## src/bus_xcvr_pkg.sv

```systemverilog
// Constants shared by the registered bus transceiver and its capture log.
// Assumes one 200 MHz clock; every pin except the asynchronous reset_n is sampled synchronously to it.
package bus_xcvr_pkg;
    localparam int SECTION_WIDTH = 9;   // Data bits per section
    localparam int SECTION_COUNT = 2;   // Independent sections
    localparam int BUS_WIDTH     = SECTION_WIDTH * SECTION_COUNT;
    localparam int LOG_DEPTH     = 8;   // Capture log words
    // Log word: four capture flags, then both registers of both sections
    localparam int LOG_FLAGS     = 2 * SECTION_COUNT;
    localparam int LOG_WIDTH     = LOG_FLAGS + 2 * BUS_WIDTH;
    localparam int CLK_PERIOD_NS = 5;   // ref_clk period
endpackage : bus_xcvr_pkg

```

## src/registered_bus_transceiver.sv

```systemverilog
// Registered bus transceiver: sections that pass A to B and B to A,
// live or from edge-captured storage registers, plus a capture log FIFO.
// Assumes capture clocks, selects and enables are synchronous to ref_clk
// and that the bench resolves each pin from its output enable.
`timescale 1ns/10ps
`default_nettype none

// Small synchronous FIFO; head word and flags are registered.
module capture_fifo #(
    parameter int WIDTH = 8,
    parameter int DEPTH = 8
) (
    input  wire logic             ref_clk,
    input  wire logic             reset_n,
    input  wire logic             inValid,
    output logic                  inReady,
    input  wire logic [WIDTH-1:0] inData,
    output logic                  outValid,
    input  wire logic             outReady,
    output logic [WIDTH-1:0]      outData
);
    localparam int PW = $clog2(DEPTH);

    // Depth must be a power of two so pointers wrap by themselves
    initial
    begin
        if (DEPTH < 2 || (DEPTH & (DEPTH - 1)) != 0 || WIDTH < 1)
        begin
            $error("capture_fifo: DEPTH must be a power of two >= 2");
        end
    end

    typedef struct packed {
        logic [DEPTH-1:0][WIDTH-1:0] mem;      // Storage words
        logic [PW-1:0]               wrPtr;    // Next slot to fill
        logic [PW-1:0]               rdPtr;    // Slot of the head word
        logic [PW:0]                 count;    // Words held
        logic                        notEmpty; // Registered valid
        logic                        notFull;  // Registered ready
        logic [WIDTH-1:0]            head;     // Registered head word
    } fifo_state_t;

    fifo_state_t st_ff;   // Present state
    fifo_state_t nxt_st;  // Next state

    // Push and pop, then refresh the registered head and flags
    always_comb
    begin
        logic doPush;
        logic doPop;
        doPush = inValid && st_ff.notFull;
        doPop  = outReady && st_ff.notEmpty;
        nxt_st = st_ff;
        if (doPush)
        begin
            nxt_st.mem[st_ff.wrPtr] = inData;
            nxt_st.wrPtr = st_ff.wrPtr + 1'b1;
        end
        if (doPop)
        begin
            nxt_st.rdPtr = st_ff.rdPtr + 1'b1;
        end
        // Simultaneous push and pop leaves the count alone
        nxt_st.count    = st_ff.count + {{PW{1'b0}}, doPush}
                          - {{PW{1'b0}}, doPop};
        nxt_st.notEmpty = (nxt_st.count != '0);
        nxt_st.notFull  = (nxt_st.count != (PW+1)'(DEPTH));
        // Head follows the next read pointer, so a word pushed into an empty
        // log is visible one cycle later without a bypass path
        nxt_st.head     = nxt_st.mem[nxt_st.rdPtr];
    end

    // State register; empty after reset
    always_ff @(posedge ref_clk or negedge reset_n)
    begin
        if (!reset_n)
        begin
            st_ff <= '0;
            st_ff.notFull <= 1'b1;
        end
        else
        begin
            st_ff <= nxt_st;
        end
    end

    // Handshake flags and head leave straight from the state register
    assign inReady  = st_ff.notFull;
    assign outValid = st_ff.notEmpty;
    assign outData  = st_ff.head;
endmodule : capture_fifo

// Top: the transceiver sections and the capture log.
module registered_bus_transceiver #(
    parameter int SECTION_WIDTH = bus_xcvr_pkg::SECTION_WIDTH,
    parameter int SECTION_COUNT = bus_xcvr_pkg::SECTION_COUNT,
    parameter int LOG_DEPTH     = bus_xcvr_pkg::LOG_DEPTH
) (
    input  wire logic                                   ref_clk,
    input  wire logic                                   reset_n,
    input  wire logic                                   testModeActive,
    input  wire logic [SECTION_COUNT-1:0]               aToBCaptureClock,
    input  wire logic [SECTION_COUNT-1:0]               bToACaptureClock,
    input  wire logic [SECTION_COUNT-1:0]               aToBSourceSelect,
    input  wire logic [SECTION_COUNT-1:0]               bToASourceSelect,
    input  wire logic [SECTION_COUNT-1:0]               bSideDriveEnable,
    input  wire logic [SECTION_COUNT-1:0]               aSideDriveEnable_n,
    input  wire logic [SECTION_COUNT*SECTION_WIDTH-1:0] aPinIn,
    output logic [SECTION_COUNT*SECTION_WIDTH-1:0]      aPinOut,
    output logic [SECTION_COUNT*SECTION_WIDTH-1:0]      aPinOe,
    input  wire logic [SECTION_COUNT*SECTION_WIDTH-1:0] bPinIn,
    output logic [SECTION_COUNT*SECTION_WIDTH-1:0]      bPinOut,
    output logic [SECTION_COUNT*SECTION_WIDTH-1:0]      bPinOe,
    output logic                                        logValid,
    input  wire logic                                   logReady,
    output logic [2*SECTION_COUNT*SECTION_WIDTH+2*SECTION_COUNT-1:0] logData,
    output logic                                        logAccept,
    output logic                                        logOverflow
);
    localparam int BW = SECTION_COUNT * SECTION_WIDTH;        // Bus width
    localparam int LW = 2 * SECTION_COUNT + 2 * BW;           // Log width

    // Only the shapes the logic was sized for are served
    initial
    begin
        if (SECTION_WIDTH < 1 || SECTION_COUNT < 1 || LOG_DEPTH < 2)
        begin
            $error("registered_bus_transceiver: bad parameters");
        end
    end

    // All of the top's state except the log FIFO in one word: one comb fill, one register
    typedef struct packed {
        logic [SECTION_COUNT-1:0] abClkPrev;  // Last A-to-B clock level
        logic [SECTION_COUNT-1:0] baClkPrev;  // Last B-to-A clock level
        logic [BW-1:0]            abStore;    // A-to-B storage registers
        logic [BW-1:0]            baStore;    // B-to-A storage registers
        logic [BW-1:0]            aOut;       // A pin drive value
        logic [BW-1:0]            aOe;        // A pin drive enables
        logic [BW-1:0]            bOut;       // B pin drive value
        logic [BW-1:0]            bOe;        // B pin drive enables
        logic                     pushValid;  // Log word waiting
        logic [LW-1:0]            pushWord;   // Log word contents
        logic                     overflow;   // Log word dropped pulse
    } xcvr_state_t;

    xcvr_state_t st_ff;   // Present state
    xcvr_state_t nxt_st;  // Next state
    logic        fifoInReady;  // Log has room

    // Rising edge of a synchronously sampled capture clock
    function automatic logic risingEdge(input logic now, input logic prev);
        return now && !prev;
    endfunction : risingEdge

    // Datapath of every section, and the log word built from it
    always_comb
    begin
        logic [2*SECTION_COUNT-1:0] captured;
        logic                       abRise;
        logic                       baRise;
        logic                       bDrive;
        logic                       aDrive;
        int                         lo;
        captured = '0;
        abRise   = 1'b0;
        baRise   = 1'b0;
        bDrive   = 1'b0;
        aDrive   = 1'b0;
        lo       = 0;
        nxt_st   = st_ff;
        // Each section has its own clocks, selects and enables
        for (int s = 0; s < SECTION_COUNT; s++)
        begin
            lo = s * SECTION_WIDTH;   // Sections side by side
            // Only the test-mode level reaches this datapath; no scan port
            // exists here, so scan traffic in normal mode cannot upset it
            // Test mode freezes the storage registers
            abRise = risingEdge(aToBCaptureClock[s], st_ff.abClkPrev[s])
                     && !testModeActive;
            baRise = risingEdge(bToACaptureClock[s], st_ff.baClkPrev[s])
                     && !testModeActive;
            // Pin level is stored whoever drives it
            if (abRise)
            begin
                nxt_st.abStore[lo +: SECTION_WIDTH] =
                    aPinIn[lo +: SECTION_WIDTH];
            end
            if (baRise)
            begin
                nxt_st.baStore[lo +: SECTION_WIDTH] =
                    bPinIn[lo +: SECTION_WIDTH];
            end
            captured[2*s]   = abRise;
            captured[2*s+1] = baRise;

            // B side: enable active high, off in test mode
            bDrive = bSideDriveEnable[s] && !testModeActive;
            nxt_st.bOe[lo +: SECTION_WIDTH] = {SECTION_WIDTH{bDrive}};
            if (aToBSourceSelect[s])
            begin
                // Registered path
                nxt_st.bOut[lo +: SECTION_WIDTH] = st_ff.abStore[lo +: SECTION_WIDTH];
            end
            else
            begin
                // Transparent path
                nxt_st.bOut[lo +: SECTION_WIDTH] = aPinIn[lo +: SECTION_WIDTH];
            end

            // A side: enable active low, off in test mode
            aDrive = !aSideDriveEnable_n[s] && !testModeActive;
            nxt_st.aOe[lo +: SECTION_WIDTH] = {SECTION_WIDTH{aDrive}};
            if (bToASourceSelect[s])
            begin
                // Registered path
                nxt_st.aOut[lo +: SECTION_WIDTH] = st_ff.baStore[lo +: SECTION_WIDTH];
            end
            else
            begin
                // Transparent path
                nxt_st.aOut[lo +: SECTION_WIDTH] = bPinIn[lo +: SECTION_WIDTH];
            end
        end
        // Clock history always follows the pins, so leaving test mode
        // with a clock already high does not fake an edge
        nxt_st.abClkPrev = aToBCaptureClock;
        nxt_st.baClkPrev = bToACaptureClock;

        // Log hand-off: a waiting word goes when the FIFO has room
        nxt_st.overflow = 1'b0;
        if (st_ff.pushValid && fifoInReady)
        begin
            nxt_st.pushValid = 1'b0;
        end
        if (captured != '0)
        begin
            // A stuck word is replaced; the loss is flagged for one cycle
            // because capture must never wait on the log
            // Under a long stall the log therefore keeps the oldest words
            nxt_st.overflow  = st_ff.pushValid && !fifoInReady;
            nxt_st.pushValid = 1'b1;
            nxt_st.pushWord  = {captured, nxt_st.baStore, nxt_st.abStore};
        end
    end

    // State register; buses float and storage is clear after reset
    always_ff @(posedge ref_clk or negedge reset_n)
    begin
        if (!reset_n)
        begin
            st_ff <= '0;
        end
        else
        begin
            st_ff <= nxt_st;
        end
    end

    // Capture log; a low logReady stalls it until it fills
    // Its head, valid and room flag are flops, so the log outputs are
    // registered like the pins
    capture_fifo #(
        .WIDTH (LW),
        .DEPTH (LOG_DEPTH)
    ) logFifo (
        .ref_clk  (ref_clk),
        .reset_n  (reset_n),
        .inValid  (st_ff.pushValid),
        .inReady  (fifoInReady),
        .inData   (st_ff.pushWord),
        .outValid (logValid),
        .outReady (logReady),
        .outData  (logData)
    );

    // Pin drive straight from the state register
    // Value and enable leave together, so a pin never shows a stale value
    assign aPinOut     = st_ff.aOut;
    assign aPinOe      = st_ff.aOe;
    assign bPinOut     = st_ff.bOut;
    assign bPinOe      = st_ff.bOe;
    assign logAccept   = fifoInReady;
    assign logOverflow = st_ff.overflow;
endmodule : registered_bus_transceiver

`default_nettype wire

```

## config.mk

```make
export PLATFORM = sky130hd
export DESIGN_NAME = registered_bus_transceiver
export DESIGN_NICKNAME = d
export VERILOG_FILES = /design/src/bus_xcvr_pkg.sv /design/src/registered_bus_transceiver.sv
export SDC_FILE = /design/constraint.sdc
export NUM_CORES = 1
export LEC_CHECK = 0
export BUFFER_PORTS_ARGS = -buffer_cell sky130_fd_sc_hd__buf_2
export CELL_PAD_IN_SITES_DETAIL_PLACEMENT = 1
export CELL_PAD_IN_SITES_GLOBAL_PLACEMENT = 2
export CORE_ASPECT_RATIO = 0.7
export CORE_MARGIN = 4
export CORE_UTILIZATION = 43
export DETAILED_ROUTE_END_ITERATION = 10
export PLACE_DENSITY = 0.87
export SETUP_SLACK_MARGIN = 0.3
export SYNTH_ARGS = -nofsm -noshare
export SYNTH_HDL_FRONTEND = slang
export SYNTH_HIERARCHICAL = 1
export SYNTH_SLANG_ARGS = --single-unit
```

## constraint.sdc

```tcl
create_clock -name ref_clk -period 3.2 [get_ports ref_clk]
set_clock_uncertainty 0.15 [all_clocks]
set_input_delay 0.48 -clock ref_clk [delete_from_list [all_inputs] [get_ports ref_clk]]
set_output_delay 0.48 -clock ref_clk [all_outputs]
set_load 0.1 [all_outputs]
```

Yosys cells after proc, flatten, opt, wreduce, memory -nomap -nowiden
Index checks and enable logic that the tools add are counted.
Operators by class
  add/subtract/negate cells: 4
  bitwise operators: 0
  muxes and demuxes: 17
  equal/unequal tests: 1
  shift-type cells: 0
  divide/modulo/power cells: 0
  reductions and logical operators: 27
  $lt $le $gt $ge: 3
  multiply operators: 0
Operator list (count)
  $mux 323: 1
  $bwmux 320: 1
  $bmux 40 s3: 1
  $demux 40 s3: 1
  $mux 40: 2
  $mux 9: 8
  $mux 42: 1
  $logic_and 1x1->1: 16
  $logic_not 1->1: 8
  $lt 3x4->1 const B: 2
  $reduce_bool 4->1: 2
  $add 3x1->3 const B: 2
  $add 4x1->4: 1
  $ne 4x4->1 const B: 1
  $sub 4x1->4: 1
  $ge 3x1->1 const B: 1
  $mux 3: 1
  $reduce_bool 2->1: 1
  $mux 1: 1
Word-level totals
  latch bits: 0
  bits in writable memories: 0
  flip-flop bits (word level): 510
  logic and storage cells: 77
  bits in read-only memories: 0
  memories: 0

Depth between registers and ports, before layout
Gate-level depths: netlist of the first run.
  depth after elaboration: 8
  mapped depth: 10
  gate-level depth less buffers: 9

Cells and area by module
The synthesis of the first run kept the hierarchy.
By module, submodules not included
  capture_fifo: cells an instance 1114, area an instance 15897.7 µm², instances 1
  registered_bus_transceiver: cells an instance 335, area an instance 5119.9 µm², instances 1

Worst setup path after synthesis of the first run
Ideal clock, no wire load.
  kind: register to register
  start: register logFifo.st_ff, in the netlist logFifo/inReady
  end: register logFifo.st_ff, in the netlist logFifo/outData[38]
  stages on the path, launching flop included: 7
  data required time: 2.911 ns
  setup time: 0.138 ns
  arrival: 2.860 ns
  path slack: 0.052 ns
  path buffers: 1
  path through: dfstp_2 > nand3_1 > nor3_1 > clkbuf_1 > mux2_2 > a32o_1 > or4b_1
RTL lines
  from (decl): line registered_bus_transceiver.sv:43  | fifo_state_t st_ff;
  from (signal assigned): line registered_bus_transceiver.sv:83  | st_ff <= nxt_st;

==> results of run 1 <==
==> synth_stat cells (2+ instances only) <==
cell	n
clkbuf_1	51
a21oi_1	2
a21o_1	6
dfrtp_1	493
nor2b_1	2
mux2_1	42
buf_1	14
nor3_1	5
nand3_1	3
buf_2	8
o21ai_0	2
mux2_4	10
a22o_1	39
nand2b_4	2
or4_1	39
nand2_1	8
nor3b_1	4
o2bb2ai_1	40
a32o_1	81
nor4_1	2
xnor2_1	6
buf_4	115
ha_1	5
mux2i_1	40
nor2_1	10
inv_1	49
mux2_2	337
buf_6	11
and2_1	3
nand2b_1	5
==> power by group <==
group | internal [mW] | leakage (nW) | switching [mW]
clock network | 3.33 | 0.784 | 2.41
logic | 3.74 | 4.13 | 6.47
registers | 8.76 | 6.08 | 1.19
==> worst register-to-register path, cell delays in order (launching register included) <==
cell	delay, ps
dfstp_4	670
nand3_4	130
nor3_4	300
buf_6	160
clkbuf_16	210
mux2_1	360
a32o_1	240
or4_1	510
==> cell type report <==
class,instances,share of cell area
well taps,655,0.0337
flip-flops and latches,494,0.509
inverters,50,0.00772
multi-input cells,705,0.302
clock inverters,15,0.00653
repair buffers,259,0.0829
clock buffers,71,0.0587
==> worst max-delay path by stage <==
stage                          startpoint             endpoint  slack (ps)  cells past startpoint
after floorplan           logFifo/inReady  logFifo/outData[23]         300                      6
after global placement    logFifo/inReady  logFifo/outData[12]         300                      6
after detailed placement  logFifo/inReady   logFifo/outData[4]         160                      6
after CTS                 logFifo/inReady   logFifo/outData[4]         300                      6
after global routing      logFifo/inReady   logFifo/outData[4]         270                      7
final                     logFifo/inReady   logFifo/outData[9]         330                      7
==> sequential cells by signal (all words and copies together), names as in the netlist <==
register,cells
logFifo/outValid,1
aPinOut,18
aPinOe,2
bPinOe,2
logFifo/inReady,1
logFifo/outData,40
bPinOut,18
logOverflow,1
st_ff,81
logFifo/st_ff,330
==> per-layer routing <==
| metal | vias up | GRT usage |
|---|---|---|
| met5 | - | 0 |
| met4 | 2 | 0.0632 |
| met3 | 86 | 0.0370 |
| met2 | 247 | 0.346 |
| met1 | 6662 | 0.266 |
| li1 | 5374 | - |
==> cell families (layout without fill, tap and decap cells) <==
| logic type | count (synthesis) | in the layout | share of synthesized area |
|---|---|---|---|
| fa+ha+maj | 6 | 6 | 0.00393 |
| compound gates | 176 | 176 | 0.0779 |
| flops | 494 | 494 | 0.588 |
| xor+xnor | 8 | 8 | 0.00458 |
| simple gates | 86 | 86 | 0.0265 |
| buf+inv | 250 | 395 | 0.0697 |
| mux | 429 | 429 | 0.229 |
==> through the flow <==
step                      utilization  total power, mW  hold slack, ps
final                           0.505             25.9            32.3
after global routing            0.505             27.2            15.5
after CTS                       0.502             26.0           0.149
after detailed placement        0.460             20.1             318
after global placement          0.460             19.5             309
after floorplan                     -             17.4            34.4
==> timing repair <==
action                                 CTS  global route
pin swaps                                0             2
gates resized for setup                  2             7
hold buffers                            43             0
endpoints found under the hold margin  124             0
setup endpoints to repair               40            36
cloned                                   0             3
buffers inserted                         2             6
==> impl_metrics.env, run 1 <==
export IMPL_clock_fmax_mhz=349
export IMPL_place_area_sq_mm=0.0221
export IMPL_fin_nets=1617
export IMPL_post_drt_wl_per_cell_um=24.1
export IMPL_dieArea_sq_mm=0.0525
export IMPL_synth_area_leaders="dfrtp_1, mux2_2, buf_4"
export IMPL_rows=67
export IMPL_met1Wirelength_um=23900
export IMPL_relSlewSlack=0.537
export IMPL_path_class="reg -> reg"
export IMPL_slowest_stage="dfstp_4"
export IMPL_drv_slew=0
export IMPL_dp_hpwl_um=30800
export IMPL_hold_viol_final=0
export IMPL_path_clk_slew_ps=60
export IMPL_syn_area_per_cell_sq_um=14.5
export IMPL_syn_nets=1507
export IMPL_grt_util_all_layers=0.203
export IMPL_drcViolationCount=0
export IMPL_coreArea_sq_mm=0.0481
export IMPL_clock_latency_ps=580
export IMPL_cellLeakagePower_nw=11.0
export IMPL_top_layer="met5"
export IMPL_worst_slack_ps=332
export IMPL_outcome="completed"
export IMPL_ioPinCount=167
export IMPL_root_buffer="clkbuf_16"
export IMPL_syn_area_sq_mm=0.0210
export IMPL_fin_crit_ps=2870
export IMPL_cp_data_arrival_time_ps=3150
export IMPL_post_synth_num_cell_types=45
export IMPL_cts_tree="yes"
export IMPL_syn_to_final_growth_pct=15.7
export IMPL_dpl_worst_slack_ps=156
export IMPL_postSynthCellCount=1449
export IMPL_diodes=0
export IMPL_fillers=4730
export IMPL_worst_pin_slew_ps=694
export IMPL_maxCapViolations=0
export IMPL_worstSetupEndpointType="flop"
export IMPL_final_cell_mix="dfrtp_1, mux2_2, buf_2"
export IMPL_hp_start="bPinIn[13]"
export IMPL_multiInputGateArea_sq_mm=0.00734
export IMPL_drive_gt1_frac=0.419
export IMPL_clock_sinks=494
export IMPL_hp_class="in -> reg"
export IMPL_grt_ovfl_total=0
export IMPL_netlist_area_leader_share=0.587
export IMPL_portBuffers=166
export IMPL_synthArstFlopShare=1.00
export IMPL_layout_commonest_cell="dfrtp_1"
export IMPL_met2_length_um=26400
export IMPL_critPathMaxFanout=14
export IMPL_crit_buf_inv=2
export IMPL_yosysWarnings=6
export IMPL_die_x_um=272
export IMPL_crit_chain="nand3_4 > nor3_4 > buf_6 > clkbuf_16 > mux2_1 > a32o_1 > or4_1"
export IMPL_setup_viol=0
export IMPL_synth_seq_cells=494
export IMPL_ys_seq_area_frac=0.588
export IMPL_r2r_end="logFifo/outData[9]"
export IMPL_dp_cells=2109
export IMPL_regArea_sq_mm=0.0124
export IMPL_gp_congestion=0.738
export IMPL_via_per_inst=5.50
export IMPL_cp_slowest_stage_delay_ps=670
export IMPL_fin_area_sq_mm=0.0243
export IMPL_met3_length_um=2660
export IMPL_rsz0062_at_grt="no"
export IMPL_hold_path_end="aPinOut[13]"
export IMPL_crit_family="simple AND/OR/NAND/NOR gates"
export IMPL_dr_pass1_iters=4
export IMPL_whs_path_depth=2
export IMPL_required_ps=3490
export IMPL_yosysTopAreaCell="dfrtp_1"
export IMPL_rr_worst_depth=7
export IMPL_cts_inserted_buffers=49
export IMPL_synth_edff_count=0
export IMPL_clock_tree_buffer_depth=3
export IMPL_ant_nets=0
export IMPL_start_kind="flop"
export IMPL_setup_tns_ps=0
export IMPL_regToRegStartpoint="logFifo/inReady"
export IMPL_synth_ff_type="dfrtp_1"
export IMPL_grt_pass1_vias=14000
export IMPL_power_density_mw_per_mm2=1060
export IMPL_routed_wl_um=54300
export IMPL_antenna_found_initial=1
export IMPL_finalNonFillerCells=2249
export IMPL_dr_first_iter_drc_count=695
export IMPL_start_util=0.437
export IMPL_min_period_over_period=0.896
export IMPL_h_tree_depth=2
export IMPL_grt_max_degree=83
export IMPL_r2r_slack_ps=330
export IMPL_via_count=12400
export IMPL_fp_dieH_um=193
export IMPL_vdd_drop_max_uv=620
export IMPL_grt_pass1_wl_um=82600
(Power assumes the default switching activity.)
==> run 2: changes to the inputs <==
--- a/config.mk
+++ b/config.mk
@@ -8,7 +8,7 @@
 export BUFFER_PORTS_ARGS = -buffer_cell sky130_fd_sc_hd__buf_2
 export CELL_PAD_IN_SITES_DETAIL_PLACEMENT = 1
 export CELL_PAD_IN_SITES_GLOBAL_PLACEMENT = 2
-export CORE_ASPECT_RATIO = 0.7
+export CORE_ASPECT_RATIO = 2
 export CORE_MARGIN = 4
 export CORE_UTILIZATION = 43
 export DETAILED_ROUTE_END_ITERATION = 10
==> run 2 against run 1 <==
Global-route usage shrank 0.24 points. Register-to-register slack gained 20 ps. Clock power shrank 6.6%. Critical endpoint is now logFifo/outData[14]. Largest power group unchanged.
==> impl_metrics.env, run 2 (same netlist as run 1, synthesis figures left out) <==
export IMPL_worst_slack_ps=354
export IMPL_crit_cells=8
export IMPL_crit_chain="nand3_2 > buf_4 > nor2_4 > buf_4 > clkbuf_16 > mux2_2 > a32o_1 > or4_1"
export IMPL_whs_path_depth=2
export IMPL_swShare=0.393
export IMPL_power_frac_comb=0.401
export IMPL_min_period_over_period=0.889
export IMPL_via_count=12400
export IMPL_grt_ovfl_total=0
export IMPL_path_class="reg -> reg"
export IMPL_vdd_drop_max_uv=555
export IMPL_dr_pass1_iters=7
export IMPL_power_mw=25.5
export IMPL_power_density_mw_per_mm2=1060
export IMPL_grt_util_all_layers=0.200
export IMPL_grt_pass1_wl_um=82100
export IMPL_rr_worst_depth=8
export IMPL_rows=114
export IMPL_ant_nets=0
export IMPL_cp_data_arrival_time_ps=3130
export IMPL_ioPinCount=167
export IMPL_rsz0062_at_grt="no"
export IMPL_die_x_um=164
export IMPL_grt_max_degree=83
export IMPL_routed_wl_um=54000
export IMPL_required_ps=3480
export IMPL_clock_latency_ps=570
export IMPL_grt_pass1_vias=14100
export IMPL_root_buffer="clkbuf_16"
export IMPL_setup_tns_ps=0
export IMPL_worstSetupEndpointType="flop"
export IMPL_diodes=0
export IMPL_via_per_inst=5.57
export IMPL_dp_hpwl_um=31700
export IMPL_final_cell_mix="dfrtp_1, mux2_2, buf_2"
export IMPL_slowest_stage="dfstp_4"
export IMPL_cellLeakagePower_nw=10.9
export IMPL_maxCapViolations=0
export IMPL_setup_viol=0
export IMPL_pwr_share_clk=0.209
export IMPL_path_clk_slew_ps=70
export IMPL_clock_fmax_mhz=351
export IMPL_antenna_found_initial=0
export IMPL_cp_slowest_stage_delay_ps=660
export IMPL_gp_congestion=0.767
export IMPL_outcome="completed"
export IMPL_r2r_slack_ps=350
export IMPL_relSlewSlack=0.491
export IMPL_p_int_mw=15.5
export IMPL_timing_hold_ws_ps=27.3
export IMPL_critPathMaxFanout=13
export IMPL_clock_tree_buffer_depth=3
export IMPL_start_kind="flop"
export IMPL_cpMostUsedCell="buf_4"
export IMPL_h_tree_depth=2
export IMPL_drive_gt1_frac=0.419
export IMPL_cts_tree="yes"
export IMPL_layout_commonest_cell="dfrtp_1"
export IMPL_coreArea_sq_mm=0.0484
export IMPL_fin_nets=1613
export IMPL_regMostFlops="logFifo/st_ff"
export IMPL_crit_buf_inv=3
export IMPL_switchingPower_mw=10.0
export IMPL_hp_class="in -> reg"
export IMPL_dr_first_iter_drc_count=777
export IMPL_dpl_worst_slack_ps=193
export IMPL_drcViolationCount=0
export IMPL_worst_pin_slew_ps=763
export IMPL_seqPwrFrac=0.390
export IMPL_crit_family="simple AND/OR/NAND/NOR gates"
export IMPL_dieArea_sq_mm=0.0527
export IMPL_post_drt_wl_per_cell_um=24.3
export IMPL_hold_viol_final=0
export IMPL_syn_to_final_growth_pct=14.8
export IMPL_fp_dieH_um=321
export IMPL_clock_sinks=494
export IMPL_portBuffers=166
export IMPL_fin_crit_ps=2850
export IMPL_largest_reg_flops=330
export IMPL_start_util=0.435
export IMPL_cts_inserted_buffers=44
export IMPL_drv_slew=0
-- run 2: changes by cell type in the layout (fill, tap and decap cells not counted), moves of 2 or more --
cell,delta
buf_4,+7
buf_6,+2
inv_6,+3
clkbuf_8,-2
clkinv_2,-2
buf_12,-4
clkbuf_16,-3
dlygate4sd3_1,-5
-- run 2: what timing repair did --
item	CTS	global route
pin swaps	0	2
endpoints found under the hold margin	117	0
setup buffers	2	3
cloned	0	4
hold buffers	38	0
gates resized for setup	3	5
setup endpoints to repair	29	12
-- run 2: path summary, 6_finish.rpt --
kind	end	start
max reg2reg	logFifo/outData[14]	logFifo/inReady
max in group asynchronous	st_ff[115]	reset_n
min in group asynchronous	logFifo/st_ff[125]	reset_n
min reg2reg	logFifo/st_ff[124]	logFifo/st_ff[124]
max	logFifo/outData[14]	logFifo/inReady
min	aPinOut[2]	bPinIn[2]
-- run 2: metal layers --
metal,part of all wire,vias to the layer above,track usage
li1,-,5378,-
met1,0.38,6610,0.237
met2,0.54,316,0.363
met3,0.044,94,0.0293
met4,0.031,0,0.0750
met5,0,-,0
-- run 2: per-stage QoR --
stage          utilization  std cells  instance area (sq um)
2_1_floorplan            -       1449                  21000
3_3_place_gp         0.458       2100                  22100
3_5_place_dp         0.458       2100                  22100
4_1_cts              0.496       2219                  24000
5_1_grt              0.499       2226                  24100
6_report             0.499       2226                  24100
-- run 2: power groups by stage --
stage                     clock (mW)  sequential, mW  combinational [mW]
after floorplan                    0            9.51                7.91
after global placement             0            9.85                9.63
after detailed placement           0            10.0                10.1
after CTS                       5.51            9.96                10.2
after global routing            5.79            10.2                10.9
final                           5.35            9.96                10.2
-- run 2: layout make-up --
cell class,instances,area [sq um]
fill,4635,24200
sequential,494,12400
multi-input combinational,705,7340
timing repair buffer,260,1990
clock buffer,65,1300
tap,638,798
inverter,50,188
clock inverter,14,145
